**config.mk**
```make
export PLATFORM = sky130hd
export DESIGN_NAME = s2u_top
export DESIGN_NICKNAME = d
export VERILOG_FILES = /design/src/inc/s2u_pkg.sv /design/src/inc/s2u_tx_if.sv /design/src/verilog/s2u_tx.sv /design/src/verilog/s2u_top.sv
export VERILOG_INCLUDE_DIRS = /design/src /design/src/inc
export SDC_FILE = /design/constraint.sdc
export NUM_CORES = 1
export LEC_CHECK = 0
export BUFFER_PORTS_ARGS = -buffer_cell sky130_fd_sc_hd__clkbuf_2
export CAP_MARGIN = 20
export CELL_PAD_IN_SITES_DETAIL_PLACEMENT = 1
export CELL_PAD_IN_SITES_GLOBAL_PLACEMENT = 2
export CORE_ASPECT_RATIO = 0.7
export CORE_MARGIN = 2
export CORE_UTILIZATION = 34
export CTS_CLUSTER_SIZE = 20
export DETAILED_ROUTE_END_ITERATION = 16
export PLACE_DENSITY_LB_ADDON = 0.1
export SKIP_CTS_REPAIR_TIMING = 1
export SYNTH_ARGS = -nofsm -noshare
export SYNTH_HDL_FRONTEND = slang
export SYNTH_SLANG_ARGS = --single-unit
export TNS_END_PERCENT = 100
```
**constraint.sdc**
```tcl
create_clock -name CLK_SYS_IN -period 2.7 [get_ports CLK_SYS_IN]
set_input_delay 0.54 -clock CLK_SYS_IN [delete_from_list [all_inputs] [get_ports CLK_SYS_IN]]
set_output_delay 0.54 -clock CLK_SYS_IN [all_outputs]
set_load 0.05 [all_outputs]
```
**src/inc/s2u_defines.svh**
```systemverilog
`ifndef S2U_DEFINES_SVH
`define S2U_DEFINES_SVH

// Register indices; the byte address on the bus is four times the index.
`define S2U_IDX_CONTROL 8'h8E
`define S2U_IDX_BUFFER  8'h8F
`define S2U_IDX_BAUD    8'h80

// Field positions inside the control register.
`define S2U_CTL_FMT    7
`define S2U_CTL_RXEN   4
`define S2U_CTL_TXB8   3
`define S2U_CTL_RXB8   2
`define S2U_CTL_TXDONE 1
`define S2U_CTL_RXDONE 0

// Bits of the control register that software can write and read back.
`define S2U_CTL_RW_MASK 8'h9F

// Reset values.
`define S2U_CTL_RST  8'h00
`define S2U_BUF_RST  8'h00
`define S2U_BAUD_RST 16'h043C

// System clock rate in MHz; the baud reset value gives about 115200 baud at this rate.
`define S2U_CLK_MHZ 125

`endif

```
**src/inc/s2u_pkg.sv**
```systemverilog
package s2u_pkg;

  // One bus word.
  typedef logic [31:0] s2u_word_t;

  // One data byte of the port.
  typedef logic [7:0] s2u_byte_t;

  // Receiver states, one-hot.
  typedef enum logic [3:0]
  {
    RX_IDLE  = 4'b0001,
    RX_START = 4'b0010,
    RX_DATA  = 4'b0100,
    RX_STOP  = 4'b1000
  } s2u_rx_state_t;

endpackage

```
**src/inc/s2u_tx_if.sv**
```systemverilog
`timescale 1ns/1ps
`default_nettype none

// Link between the register side and the transmit shifter.
interface s2u_tx_if #(parameter int DIV_W = 16);
  logic             ce;          // Clock enable.
  logic             start;       // One-cycle request to send a frame.
  logic             nine;        // Frame carries a ninth data bit.
  logic [8:0]       data;        // Ninth bit and data byte.
  logic [DIV_W-1:0] div;         // Bit period minus one, in clock cycles.
  logic             busy;        // A frame is on the line.
  logic             stop_pulse;  // One-cycle pulse as the stop bit begins.
  logic             txd;         // Serial output level.

  modport ctrl    (output ce, start, nine, data, div, input busy, stop_pulse, txd);
  modport shifter (input ce, start, nine, data, div, output busy, stop_pulse, txd);
endinterface

`default_nettype wire

```
**src/verilog/s2u_tx.sv**
```systemverilog
`timescale 1ns/1ps
`default_nettype none

module s2u_tx #(parameter int DIV_W = 16)
(
  // Clock and reset.
  input  wire logic CLK_SYS_IN,
  input  wire logic RST_B_IN,
  // Link to the register side.
  s2u_tx_if.shifter tx
);
  import s2u_pkg::*;

  logic [10:0]      sh_q;     // Frame bits, start bit at the bottom.
  logic [3:0]       idx_q;    // Index of the bit on the line.
  logic [3:0]       last_q;   // Index of the stop bit.
  logic [DIV_W-1:0] cnt_q;    // Cycles left in the current bit.
  logic             busy_q;   // Frame in progress.
  logic             stop_q;   // Stop bit has just begun.
  logic             txd_q;    // Line level; idles high.
  logic             nine_q;   // Format latched for the frame.

  wire       tick     = busy_q && (cnt_q == '0);
  wire [3:0] idx_nxt  = idx_q + 4'h1;

  // The format is latched with the frame so that a change mid-frame cannot tear it.
  always_ff @(posedge CLK_SYS_IN)
  begin
    if (!RST_B_IN)
    begin
      sh_q   <= 11'h7FF;
      idx_q  <= 4'h0;
      last_q <= 4'h9;
      cnt_q  <= '0;
      busy_q <= 1'b0;
      stop_q <= 1'b0;
      txd_q  <= 1'b1;
      nine_q <= 1'b0;
    end
    else if (tx.ce)
    begin
      stop_q <= 1'b0;
      if (tx.start && !busy_q)
      begin
        // Start bit, data LSB first, optional ninth bit, stop bit.
        sh_q   <= tx.nine ? {1'b1, tx.data, 1'b0} : {2'b11, tx.data[7:0], 1'b0};
        last_q <= tx.nine ? 4'hA : 4'h9;
        nine_q <= tx.nine;
        idx_q  <= 4'h0;
        cnt_q  <= tx.div;
        busy_q <= 1'b1;
        txd_q  <= 1'b0;
      end
      else if (tick)
      begin
        cnt_q <= tx.div;
        if (idx_q == last_q)
        begin
          // Stop bit complete; the line stays high.
          busy_q <= 1'b0;
        end
        else
        begin
          idx_q  <= idx_nxt;
          txd_q  <= sh_q[idx_nxt];
          stop_q <= (idx_nxt == last_q);
        end
      end
      else if (busy_q)
      begin
        cnt_q <= cnt_q - 1'b1;
      end
    end
  end

  assign tx.busy       = busy_q;
  assign tx.stop_pulse = stop_q;
  assign tx.txd        = txd_q;

  // A frame opens with a low start bit.
  property p_tx_start;
    @(posedge CLK_SYS_IN) disable iff (!RST_B_IN || !tx.ce)
      (tx.start && !busy_q) |=> (!txd_q && busy_q);
  endproperty
  a_tx_start: assert property (p_tx_start) else $error("Start bit not low.");

  // In nine-bit frames the bit before the stop bit is the ninth data bit.
  property p_tx_ninth;
    @(posedge CLK_SYS_IN) disable iff (!RST_B_IN || !tx.ce)
      (stop_q && nine_q) |-> ($past(txd_q) == sh_q[9]) && txd_q;
  endproperty
  a_tx_ninth: assert property (p_tx_ninth) else $error("Ninth bit wrong.");

endmodule

`default_nettype wire

```
**src/verilog/s2u_top.sv**
```systemverilog
`include "s2u_defines.svh"
`timescale 1ns/1ps
`default_nettype none

module s2u_top #(parameter int DIV_W = 16)
(
  // Clock, reset and clock enable.
  input  wire logic              CLK_SYS_IN,
  input  wire logic              RST_B_IN,
  input  wire logic              CE_IN,
  // AHB-Lite slave port.
  input  wire logic              HSEL_IN,
  input  wire s2u_pkg::s2u_word_t HADDR_IN,
  input  wire logic [1:0]        HTRANS_IN,
  input  wire logic              HWRITE_IN,
  input  wire logic [2:0]        HSIZE_IN,
  input  wire logic              HREADY_IN,
  input  wire s2u_pkg::s2u_word_t HWDATA_IN,
  output var  s2u_pkg::s2u_word_t HRDATA_OUT,
  output var  logic              HREADYOUT_OUT,
  output var  logic              HRESP_OUT,
  // Serial lines.
  input  wire logic              RXD_IN,
  output var  logic              TXD_OUT
);
  import s2u_pkg::*;

  // Refused at elaboration: narrower counters cannot pace a bit, wider ones only waste flops.
  if (DIV_W < 2 || DIV_W > 24)
    $error("DIV_W must lie between 2 and 24.");
  // True when a bus address selects the given register index.
  function automatic logic hit(input s2u_word_t addr, input logic [7:0] idx);
    hit = (addr[31:10] == 22'h0) && (addr[9:2] == idx);
  endfunction

  s2u_tx_if #(.DIV_W(DIV_W)) tx_link ();
  s2u_tx #(.DIV_W(DIV_W)) u_tx
  (
    .CLK_SYS_IN (CLK_SYS_IN),
    .RST_B_IN   (RST_B_IN),
    .tx         (tx_link.shifter)
  );
  logic [7:0]       ctl_q;        // Control register.
  s2u_byte_t        rx_buf_q;     // Received byte, kept apart from the send path.
  logic [DIV_W-1:0] baud_q;       // Bit period minus one.
  logic             wr_pend_q;    // Write data phase in progress.
  logic             rd_pend_q;    // Read wait state in progress.
  logic [7:0]       idx_q;        // Register index of the pending transfer.
  logic             map_q;        // Pending transfer hits a register.
  s2u_word_t        hrdata_q;     // Read data.
  logic             hready_q;     // Ready to the master.
  logic             tx_start_q;   // Request to the shifter.
  s2u_byte_t        tx_buf_q;     // Byte to be sent.

  // Address-phase decode.
  wire       addr_ok  = HSEL_IN && HTRANS_IN[1] && HREADY_IN;
  wire       map_in   = hit(HADDR_IN, `S2U_IDX_CONTROL) || hit(HADDR_IN, `S2U_IDX_BUFFER)
                        || hit(HADDR_IN, `S2U_IDX_BAUD);
  wire [7:0] idx_in   = HADDR_IN[9:2];
  // Data-phase strobes.
  wire       wr_ctl   = wr_pend_q && map_q && (idx_q == `S2U_IDX_CONTROL);
  wire       wr_buf   = wr_pend_q && map_q && (idx_q == `S2U_IDX_BUFFER);
  wire       wr_baud  = wr_pend_q && map_q && (idx_q == `S2U_IDX_BAUD);
  wire [7:0] wdat     = HWDATA_IN[7:0];
  // Read selection; unmapped words read as zero.
  wire s2u_word_t rd_mux = !map_q ? 32'h0000_0000 :
                           (idx_q == `S2U_IDX_CONTROL) ? {24'h0, ctl_q} :
                           (idx_q == `S2U_IDX_BUFFER)  ? {24'h0, rx_buf_q} :
                           32'({baud_q});
  // Reads take one wait state so that a write in the cycle before is seen.
  always_ff @(posedge CLK_SYS_IN)
  begin
    if (!RST_B_IN)
    begin
      wr_pend_q <= 1'b0;
      rd_pend_q <= 1'b0;
      idx_q     <= 8'h00;
      map_q     <= 1'b0;
      hrdata_q  <= 32'h0000_0000;
      hready_q  <= 1'b1;
      HRESP_OUT <= 1'b0; // Only OKAY exists, so reset alone sets this flop.
    end
    else if (CE_IN)
    begin
      wr_pend_q <= addr_ok && HWRITE_IN;
      if (addr_ok)
      begin
        idx_q <= idx_in;
        map_q <= map_in;
      end
      if (addr_ok && !HWRITE_IN)
      begin
        rd_pend_q <= 1'b1;
        hready_q  <= 1'b0;
      end
      else if (rd_pend_q)
      begin
        rd_pend_q <= 1'b0;
        hready_q  <= 1'b1;
        hrdata_q  <= rd_mux;
      end
    end
  end

  assign HRDATA_OUT    = hrdata_q;
  assign HREADYOUT_OUT = hready_q;

  // Receive input: three flops, the level changes once the last two agree.
  logic       rx_s1_q;
  logic       rx_s2_q;
  logic       rx_s3_q;
  logic       rx_lvl_q;     // Filtered line level.
  logic       rx_prev_q;    // Filtered level one cycle back.
  always_ff @(posedge CLK_SYS_IN)
  begin
    if (!RST_B_IN)
    begin
      rx_s1_q   <= 1'b1;
      rx_s2_q   <= 1'b1;
      rx_s3_q   <= 1'b1;
      rx_lvl_q  <= 1'b1;
      rx_prev_q <= 1'b1;
    end
    else if (CE_IN)
    begin
      rx_s1_q   <= RXD_IN;
      rx_s2_q   <= rx_s1_q;
      rx_s3_q   <= rx_s2_q;
      rx_prev_q <= rx_lvl_q;
      if (rx_s2_q == rx_s3_q)
        rx_lvl_q <= rx_s3_q;
    end
  end
  // Receiver.
  s2u_rx_state_t    rx_st_q;
  logic [DIV_W-1:0] rx_cnt_q;    // Cycles to the next sample point.
  logic [3:0]       rx_bit_q;    // Data bits taken so far.
  logic [8:0]       rx_sh_q;     // Incoming bits shift in from the top.
  wire       rx_en    = ctl_q[`S2U_CTL_RXEN];
  wire       nine     = ctl_q[`S2U_CTL_FMT];
  wire       rx_tick  = (rx_cnt_q == '0);
  wire [3:0] rx_last  = nine ? 4'h8 : 4'h7;
  wire       rx_fall  = rx_prev_q && !rx_lvl_q;
  wire       rx_stop  = (rx_st_q == RX_STOP) && rx_tick && rx_en;

  // Sampling sits mid-bit: half a period after the falling edge, then whole periods.
  always_ff @(posedge CLK_SYS_IN)
  begin
    if (!RST_B_IN)
    begin
      rx_st_q  <= RX_IDLE;
      rx_cnt_q <= '0;
      rx_bit_q <= 4'h0;
      rx_sh_q  <= 9'h000;
    end
    else if (CE_IN)
    begin
      rx_cnt_q <= rx_cnt_q - 1'b1;
      if (!rx_en)
        rx_st_q <= RX_IDLE;
      else
      begin
        unique case (rx_st_q)
          RX_IDLE:
          begin
            if (rx_fall)
            begin
              rx_st_q  <= RX_START;
              rx_cnt_q <= baud_q >> 1;
            end
          end
          RX_START:
          begin
            // A start bit that is high again at mid-bit was a glitch.
            if (rx_tick)
            begin
              rx_st_q  <= rx_lvl_q ? RX_IDLE : RX_DATA;
              rx_cnt_q <= baud_q;
              rx_bit_q <= 4'h0;
            end
          end
          RX_DATA:
          begin
            if (rx_tick)
            begin
              rx_sh_q  <= {rx_lvl_q, rx_sh_q[8:1]};
              rx_bit_q <= rx_bit_q + 4'h1;
              rx_cnt_q <= baud_q;
              if (rx_bit_q == rx_last)
                rx_st_q <= RX_STOP;
            end
          end
          RX_STOP:
            if (rx_tick)
              rx_st_q <= RX_IDLE;
        endcase
      end
    end
  end

  // Control, buffer and baud registers; hardware sets win over software clears.
  wire tx_set = tx_link.stop_pulse;
  always_ff @(posedge CLK_SYS_IN)
  begin
    if (!RST_B_IN)
    begin
      ctl_q      <= `S2U_CTL_RST;
      rx_buf_q   <= `S2U_BUF_RST;
      tx_buf_q   <= `S2U_BUF_RST;
      baud_q     <= DIV_W'(`S2U_BAUD_RST);
      tx_start_q <= 1'b0;
    end
    else if (CE_IN)
    begin
      tx_start_q <= 1'b0;
      if (wr_ctl)
        ctl_q <= wdat & `S2U_CTL_RW_MASK;
      if (wr_baud)
        baud_q <= HWDATA_IN[DIV_W-1:0];
      if (wr_buf && !tx_link.busy)
      begin
        // The send path only; the received byte is untouched.
        tx_buf_q   <= wdat;
        tx_start_q <= 1'b1;
      end
      if (tx_set)
        ctl_q[`S2U_CTL_TXDONE] <= 1'b1;
      if (rx_stop)
      begin
        ctl_q[`S2U_CTL_RXDONE] <= 1'b1;
        rx_buf_q <= nine ? rx_sh_q[7:0] : rx_sh_q[8:1];
        if (nine)
          ctl_q[`S2U_CTL_RXB8] <= rx_sh_q[8];
      end
    end
  end

  // Shifter hook-up; the ninth bit is taken from the control register.
  assign tx_link.ce    = CE_IN;
  assign tx_link.start = tx_start_q;
  assign tx_link.nine  = nine;
  assign tx_link.data  = {ctl_q[`S2U_CTL_TXB8], tx_buf_q};
  assign tx_link.div   = baud_q;
  assign TXD_OUT       = tx_link.txd;

  // On entering the stop state the frame has taken exactly as many data samples as its format.
  property p_fmt_bits;
    @(posedge CLK_SYS_IN) disable iff (!RST_B_IN || !CE_IN)
      (rx_st_q == RX_DATA) ##1 (rx_st_q == RX_STOP) |-> (rx_bit_q == (nine ? 4'h9 : 4'h8));
  endproperty
  a_fmt_bits: assert property (p_fmt_bits) else $error("Bit count wrong.");
  // The received ninth bit lands in the control register.
  property p_rx_ninth;
    @(posedge CLK_SYS_IN) disable iff (!RST_B_IN || !CE_IN)
      (rx_stop && nine) |=> (ctl_q[`S2U_CTL_RXB8] == $past(rx_sh_q[8]));
  endproperty
  a_rx_ninth: assert property (p_rx_ninth) else $error("Ninth bit lost.");
  // Receive-done rises at the stop-bit sample and only a control write can take it down.
  property p_rx_done;
    @(posedge CLK_SYS_IN) disable iff (!RST_B_IN || !CE_IN)
      rx_stop |=> ctl_q[`S2U_CTL_RXDONE] ##1 (ctl_q[`S2U_CTL_RXDONE] || $past(wr_ctl));
  endproperty
  a_rx_done: assert property (p_rx_done) else $error("Receive flag missed.");
  // Transmit-done follows the start of the stop bit.
  property p_tx_done;
    @(posedge CLK_SYS_IN) disable iff (!RST_B_IN || !CE_IN)
      tx_set |=> ctl_q[`S2U_CTL_TXDONE];
  endproperty
  a_tx_done: assert property (p_tx_done) else $error("Transmit flag missed.");
  // A buffer read returns the received byte.
  property p_buf_read;
    @(posedge CLK_SYS_IN) disable iff (!RST_B_IN || !CE_IN)
      (rd_pend_q && map_q && idx_q == `S2U_IDX_BUFFER) |=> (hrdata_q == {24'h0, $past(rx_buf_q)});
  endproperty
  a_buf_read: assert property (p_buf_read) else $error("Buffer read wrong.");
  // A buffer write leaves the received byte alone.
  property p_buf_split;
    @(posedge CLK_SYS_IN) disable iff (!RST_B_IN || !CE_IN)
      (wr_buf && !rx_stop) |=> $stable(rx_buf_q);
  endproperty
  a_buf_split: assert property (p_buf_split) else $error("Receive byte overwritten.");

endmodule

`default_nettype wire

```
==> results.toml, run 1 <==
[status]
status = "finished clean"

[final_layout]
diodes = 0
area.growth.synth_to_final_pct = 17.9
post-route-util = 0.408
final_area_sq_mm = 0.00807
drive_above_1_share = 0.169
num-nets-final = 968
final_cell_count_no_fill = 1170
layout_common_cells = "dfxtp_1 (140), nand2_1 (126), nor2_1 (71), clkbuf_2 (71), a21oi_1 (65)"
final_common_cell = "dfxtp_1"

[detailed_routing]
viasPerCell = 5.42
via_count = 6341
dr.pass1.iters = 5
ant_nets = 0
drtIter0Drc = 427
routed_wl_microns = 22100
routedWlPerCell_microns = 18.9
route.detailed.drc = 0

[synth]
ys_types = 79
ys_seq_area_frac = 0.409
syn_area_sq_mm = 0.00685
syn_inst = 823
async_flop_share = 0
yosys_register_bits = 140
synth_area_per_cell_sq_um = 8.32
ys.flop_type = "dfxtp_1"
synth_edf_count = 0
yosysWarnings = 0

[cts]
clock-root-buffer = "clkbuf_16"
cts.path.max_buffers = 2
clk_pin_slew_ns = 0.07
clk_latency_ns = 0.44
clkSinkCount = 140
cts_tree = "yes"
ctsHtreeMaxLevel = 4
cts_buffers = 17

[power]
combPwrFrac = 0.090
cellPowerDensity_mw_per_mm2 = 625
switching_share = 0.285
p_sw_mw = 1.44
internal_power_mw = 3.61
irDropWorstVdd_mv = 0.377
power_frac_clock = 0.484
leakage_nw = 3.16
p_seq_frac = 0.425

[critical_path]
cp.required_ns = 3.04
end_kind = "flop"
path_cells = "nor4b_1 > and2b_1 > a211o_1 > nand2_1 > o311ai_1"
regToRegStartpoint = "rx_st_q[1]"
start_kind = "flop"
ff2ff_path_depth = 5
r2r_slack_ns = 0.27
crit_type = "reg -> reg"
slowest_delay_ns = 0.58
critPathSlowestCell = "nor4b_1"
worst-path-max-fanout = 10
critPathArrivalTime_ns = 2.77
r2r-end = "rx_cnt_q[6]"

[global_routing]
grt_max_degree = 58
grt_pass1_vias = 6323
grt_pass1_wl_microns = 35300
gr-total-overflow = 0
track_usage = 0.213
antenna_found_initial = 0

[sta]
setup_viol = 0
setup_tns_ns = 0
post-route-min-period_ns = 2.43
fin_skew_ns = 0.0110
finalHoldViolCount = 0
tightestPinTransition_ns = 1.01
slew_headroom = 0.326
fmax_mhz = 412
fin_hold_ws_ns = 0.322
rsz0062_at_grt = "false"
maxSlewViolCount = 0
fin_crit_sh = 0.900

[place]
placement.cell_area_sq_mm = 0.00745
place_congestion = 0.824
dp_hpwl_microns = 16000
io_buffers = 71
dpl.cell_count = 1138

[worst_hold_path]
min_from = "HWDATA_IN[10]"
hold_depth = 3
hold_class = "in -> reg"
min_to = "baud_q[10]"

[die]
die_x_microns = 174
coreArea_sq_mm = 0.0198
start_util = 0.346
die_area_sq_mm = 0.0213
rows = 43
fp.dieH_microns = 123
pin_count = 111

[flow_run]
drv_cap = 0
-- per-stage QoR --
stage / setup WS, ns / power, mW
final: 0.271 / 5.05
after global routing: 0.0789 / 5.24
after CTS: 0.317 / 5.11
after detailed placement: 0.333 / 2.65
after global placement: 0.402 / 2.63
after floorplan: 0.646 / 2.52
-- kinds of logic after synthesis --
logic type	after synthesis	synth area share
other	1	0.000548
buffers and inverters	73	0.0548
muxes	50	0.0773
DFF	140	0.409
and+or+nand+nor	331	0.237
xor gates and xnor gates	13	0.0177
adders and majority gates	5	0.00914
AOI/OAI and AO/OA	210	0.194
-- synthesized netlist by cell type, types with 3 or more instances --
cell type | count | share of area
dfxtp_1 | 140 | 0.41
nand2_1 | 126 | 0.069
nor2_1 | 71 | 0.039
a21oi_1 | 65 | 0.048
o21ai_0 | 55 | 0.040
mux2i_1 | 45 | 0.066
clkbuf_1 | 33 | 0.018
nor3_1 | 28 | 0.020
nand3_1 | 27 | 0.020
buf_4 | 19 | 0.021
a22o_1 | 14 | 0.018
o22ai_1 | 14 | 0.013
nor4_1 | 12 | 0.011
a211oi_1 | 10 | 0.011
nand4_1 | 9 | 0.0082
nor2b_1 | 9 | 0.0082
inv_1 | 7 | 0.0038
xnor2_1 | 7 | 0.0090
or3_1 | 6 | 0.0055
buf_2 | 5 | 0.0037
ha_1 | 5 | 0.0091
xor2_1 | 5 | 0.0064
a31oi_1 | 4 | 0.0037
and2_1 | 4 | 0.0037
and3_1 | 4 | 0.0037
buf_1 | 4 | 0.0022
o41ai_1 | 4 | 0.0051
a211oi_2 | 3 | 0.0055
a21boi_0 | 3 | 0.0033
a21o_1 | 3 | 0.0033
a22oi_1 | 3 | 0.0033
and4_1 | 3 | 0.0038
buf_6 | 3 | 0.0049
mux2_2 | 3 | 0.0049
nand2b_1 | 3 | 0.0027
nand4b_1 | 3 | 0.0038
nor3_2 | 3 | 0.0044
nor3b_1 | 3 | 0.0033
nor4b_1 | 3 | 0.0038
o21a_1 | 3 | 0.0033
o31ai_1 | 3 | 0.0033
-- layout make-up --
| cell class | count | area (sq um) |
|---|---|---|
| clock inverter | 15 | 199 |
| sequential | 140 | 2800 |
| clock buffer | 17 | 425 |
| timing repair buffer | 94 | 541 |
| multi-input combinational | 626 | 3740 |
| tap | 270 | 338 |
| fill | 2365 | 11700 |
| inverter | 8 | 30.0 |
-- state kept, by name, summed over array words and instances, names as in the netlist, 9 cells and up --
name,flops
rx_sh_q,9
baud_q,16
u_tx.cnt_q,16
u_tx.sh_q,10
rx_cnt_q,16
HRDATA_OUT,16
-- layer usage --
layer / global-route usage / vias up / wire [microns] / part of all wire
li1: - / 3073 / - / -
met1: 0.296 / 3103 / 11000 / 0.50
met2: 0.338 / 145 / 9720 / 0.44
met3: 0.0434 / 20 / 1090 / 0.049
met4: 0.0599 / 0 / 260 / 0.012
met5: 0 / - / 0 / 0
-- how the worst max path moves through the flow --
stage,from,to,slack (ns),cells after the start
final,rx_st_q[1],rx_cnt_q[6],0.27,5
after global routing,rx_st_q[1],rx_cnt_q[6],0.08,5
after CTS,rx_cnt_q[0],rx_cnt_q[13],0.32,8
after detailed placement,rx_cnt_q[0],rx_cnt_q[13],0.33,8
after global placement,rx_cnt_q[0],rx_cnt_q[13],0.40,8
after floorplan,rx_cnt_q[0],rx_cnt_q[4],0.65,9
-- power groups by stage --
stage	registers [mW]	clock network, mW	logic, mW
floorplan	2.18	0	0.335
global placement	2.19	0	0.442
detailed placement	2.19	0	0.453
CTS	2.15	2.51	0.457
global route	2.15	2.59	0.500
finish	2.15	2.44	0.457
-- worst max-delay path, delay by kind of cell, from the launching register on --
family	cells	cell delay, ns
AO/OA/AOI/OAI	2	0.66
AND/OR/NAND/NOR	3	1.25
flip-flops	1	0.42
Note: power is estimated with default switching activity, not from simulation.
==> run 2, diff against run 1 <==
--- a/config.mk
+++ b/config.mk
@@ -6,13 +6,14 @@
 export SDC_FILE = /design/constraint.sdc
 export NUM_CORES = 1
 export LEC_CHECK = 0
+export ABC_AREA = 1
 export BUFFER_PORTS_ARGS = -buffer_cell sky130_fd_sc_hd__clkbuf_2
 export CAP_MARGIN = 20
 export CELL_PAD_IN_SITES_DETAIL_PLACEMENT = 1
 export CELL_PAD_IN_SITES_GLOBAL_PLACEMENT = 2
 export CORE_ASPECT_RATIO = 0.7
 export CORE_MARGIN = 2
-export CORE_UTILIZATION = 34
+export CORE_UTILIZATION = 32
 export CTS_CLUSTER_SIZE = 20
 export DETAILED_ROUTE_END_ITERATION = 16
 export PLACE_DENSITY_LB_ADDON = 0.1
==> run 2 against run 1 <==
Power rose by 2.0%. Sequential share of layout area fell by 2.4 points. Core utilization fell by 2.8 points. Synthesized cell count rose by 33%. Hold slack got worse by 0.0029 ns. Combinational power rose by 46%. Critical path type unchanged.
==> results.toml, run 2 <==
[sta]
fin_skew_ns = 0.0103
setup_viol = 0
maxSlewViolCount = 0
fin_crit_sh = 0.750
fin_hold_ws_ns = 0.319
setup_tns_ns = 0
setup_ws_ns = 0.676
fmax_mhz = 494
post-route-min-period_ns = 2.02
rsz0062_at_grt = "false"
finalHoldViolCount = 0
slew_headroom = 0.593
tightestPinTransition_ns = 0.605

[final_layout]
post-route-util = 0.380
layout_common_cells = "nand2_1 (220), dfxtp_1 (140), o21ai_0 (133)"
regArea_sq_mm = 0.00280
final_common_cell = "nand2_1"
area.growth.synth_to_final_pct = 15.6
drive_above_1_share = 0.142
diodes = 0
n_fill_cell = 2935
multi_input_comb_area_sq_mm = 0.00395
num-nets-final = 1241
final_cell_count_no_fill = 1485

[status]
status = "finished clean"

[synth]
yosys.area.top_type = "dfxtp_1"
ys_types = 46
synth_most_common_cell = "nand2_1"
synth_top_area_share = 0.374
synth_area_per_cell_sq_um = 6.85
synth_edf_count = 0
syn_inst = 1094
yosysWarnings = 0
ys.flop_type = "dfxtp_1"
async_flop_share = 0
yosys_register_bits = 140
syn_area_sq_mm = 0.00749
ys_seq_area_frac = 0.374
synth_area_leaders = "dfxtp_1 (37%), nand2_1 (11%), o21ai_0 (8.9%)"
ys_top_cells_by_count = "nand2_1 (220), dfxtp_1 (140), o21ai_0 (133)"

[global_routing]
antenna_found_initial = 0
grt_pass1_vias = 7104
gr-total-overflow = 0
track_usage = 0.210
grt_pass1_wl_microns = 40400
grt_max_degree = 36

[detailed_routing]
routed_wl_microns = 25400
routedWlPerCell_microns = 17.1
maxUsedRoutingLayer = "met4"
drtIter0Drc = 309
wl_met3_microns = 941
viasPerCell = 4.95
route.detailed.drc = 0
via_count = 7351
ant_nets = 0
met1_length_microns = 13900
dr.pass1.iters = 5
wl_met2_microns = 10400

[place]
io_buffers = 71
dp_slack_ns = 0.475
place_congestion = 0.801
dpl.cell_count = 1453
dp_hpwl_microns = 18900

[cts]
clk_pin_slew_ns = 0.06
clk_latency_ns = 0.43
clock-root-buffer = "clkbuf_16"
cts_tree = "yes"
cts_buffers = 17
cts.path.max_buffers = 2
ctsHtreeMaxLevel = 4
clkSinkCount = 140

[die]
rows = 46
start_util = 0.329
die_area_sq_mm = 0.0247
fp.dieH_microns = 132
coreArea_sq_mm = 0.0228
die_x_microns = 187
pin_count = 111

[power]
leakage_nw = 3.74
p_seq_frac = 0.417
power_frac_clock = 0.454
switching_share = 0.287
combPwrFrac = 0.129
cellPowerDensity_mw_per_mm2 = 594
p_sw_mw = 1.48
internal_power_mw = 3.67
irDropWorstVdd_mv = 0.431

[critical_path]
critPathArrivalTime_ns = 2.35
slowest_delay_ns = 0.32
end_kind = "flop"
cp.buffers_inverters = 3
worst-path-max-fanout = 16
crit_type = "reg -> reg"
path_cells = "inv_1 > ha_1 > nand3_1 > nor3_1 > nand3_1 > nand2_2 > inv_2 > nand2_1 > o21ai_0 > o21ai_0 > inv_1"
start_kind = "flop"
cp.required_ns = 3.02
crit_family = "simple AND/OR/NAND/NOR gates"
critPathSlowestCell = "dfxtp_1"

[worst_hold_path]
hold_class = "in -> reg"

[flow_run]
drv_cap = 0
-- run 2: cell count changes in the layout (fill, tap and decap cells not counted), moves of 31 or more --
cell	delta
nor2_1	+36
mux2i_1	-45
o21ai_0	+78
a21oi_1	+46
nand2_1	+94
nand3_1	+31
inv_1	+109
-- run 2: worst paths after layout --
check	start	end	slack [ns]	cells past startpoint
min reg2reg	rx_sh_q[0]	rx_sh_q[0]	0.45	2
min	RXD_IN	rx_s1_q	0.32	3
max	u_tx.cnt_q[0]	u_tx.cnt_q[3]	0.68	11
max reg2reg	u_tx.cnt_q[0]	u_tx.cnt_q[3]	0.68	11
-- run 2: kinds of logic (layout without fill, tap and decap cells) --
family,count (synthesis),count (layout),synth area share
AOI/OAI and AO/OA,286,286,0.208
xor gates and xnor gates,21,21,0.0245
buffers and inverters,184,247,0.108
DFF,140,140,0.374
other,1,17,0.000500
adders and majority gates,5,5,0.00835
and+or+nand+nor,457,457,0.277
-- run 2: per-layer routing --
layer  vias up  global-route usage
met4         0              0.0485
li1       3718                   -
met1      3492               0.322
met2       126               0.305
met5         -                   0
met3        15              0.0325
-- run 2: power by group through the flow --
| stage | Clock (mW) | Combinational [mW] | Sequential [mW] |
|---|---|---|---|
| 2_1_floorplan | 0 | 0.493 | 2.18 |
| 3_3_place_gp | 0 | 0.653 | 2.19 |
| 3_5_place_dp | 0 | 0.660 | 2.19 |
| 4_1_cts | 2.38 | 0.665 | 2.15 |
| 5_1_grt | 2.47 | 0.751 | 2.15 |
| 6_report | 2.34 | 0.665 | 2.15 |
-- run 2: worst reg2reg max path, cell delays in order (launching register included) --
cell	delay, ns
dfxtp_1	0.32
inv_1	0.13
ha_1	0.21
nand3_1	0.10
nor3_1	0.17
nand3_1	0.12
nand2_2	0.32
inv_2	0.18
nand2_1	0.09
o21ai_0	0.07
o21ai_0	0.16
inv_1	0.05
-- run 2: stage by stage --
step                total power, mW  cell area, sq um
floorplan                      2.67              7550
global placement               2.84              8090
detailed placement             2.85              8090
CTS                            5.19              8670
global route                   5.37              8670
finish                         5.15              8670
-- run 2: final cells by class --
| cell class | instances | area share |
|---|---|---|
| multi-input cells | 786 | 0.455 |
| flip-flops and latches | 140 | 0.323 |
| clock buffers | 24 | 0.0567 |
| inverters | 129 | 0.0559 |
| repair buffers | 86 | 0.0540 |
| well taps | 312 | 0.0450 |
| clock inverters | 8 | 0.00967 |
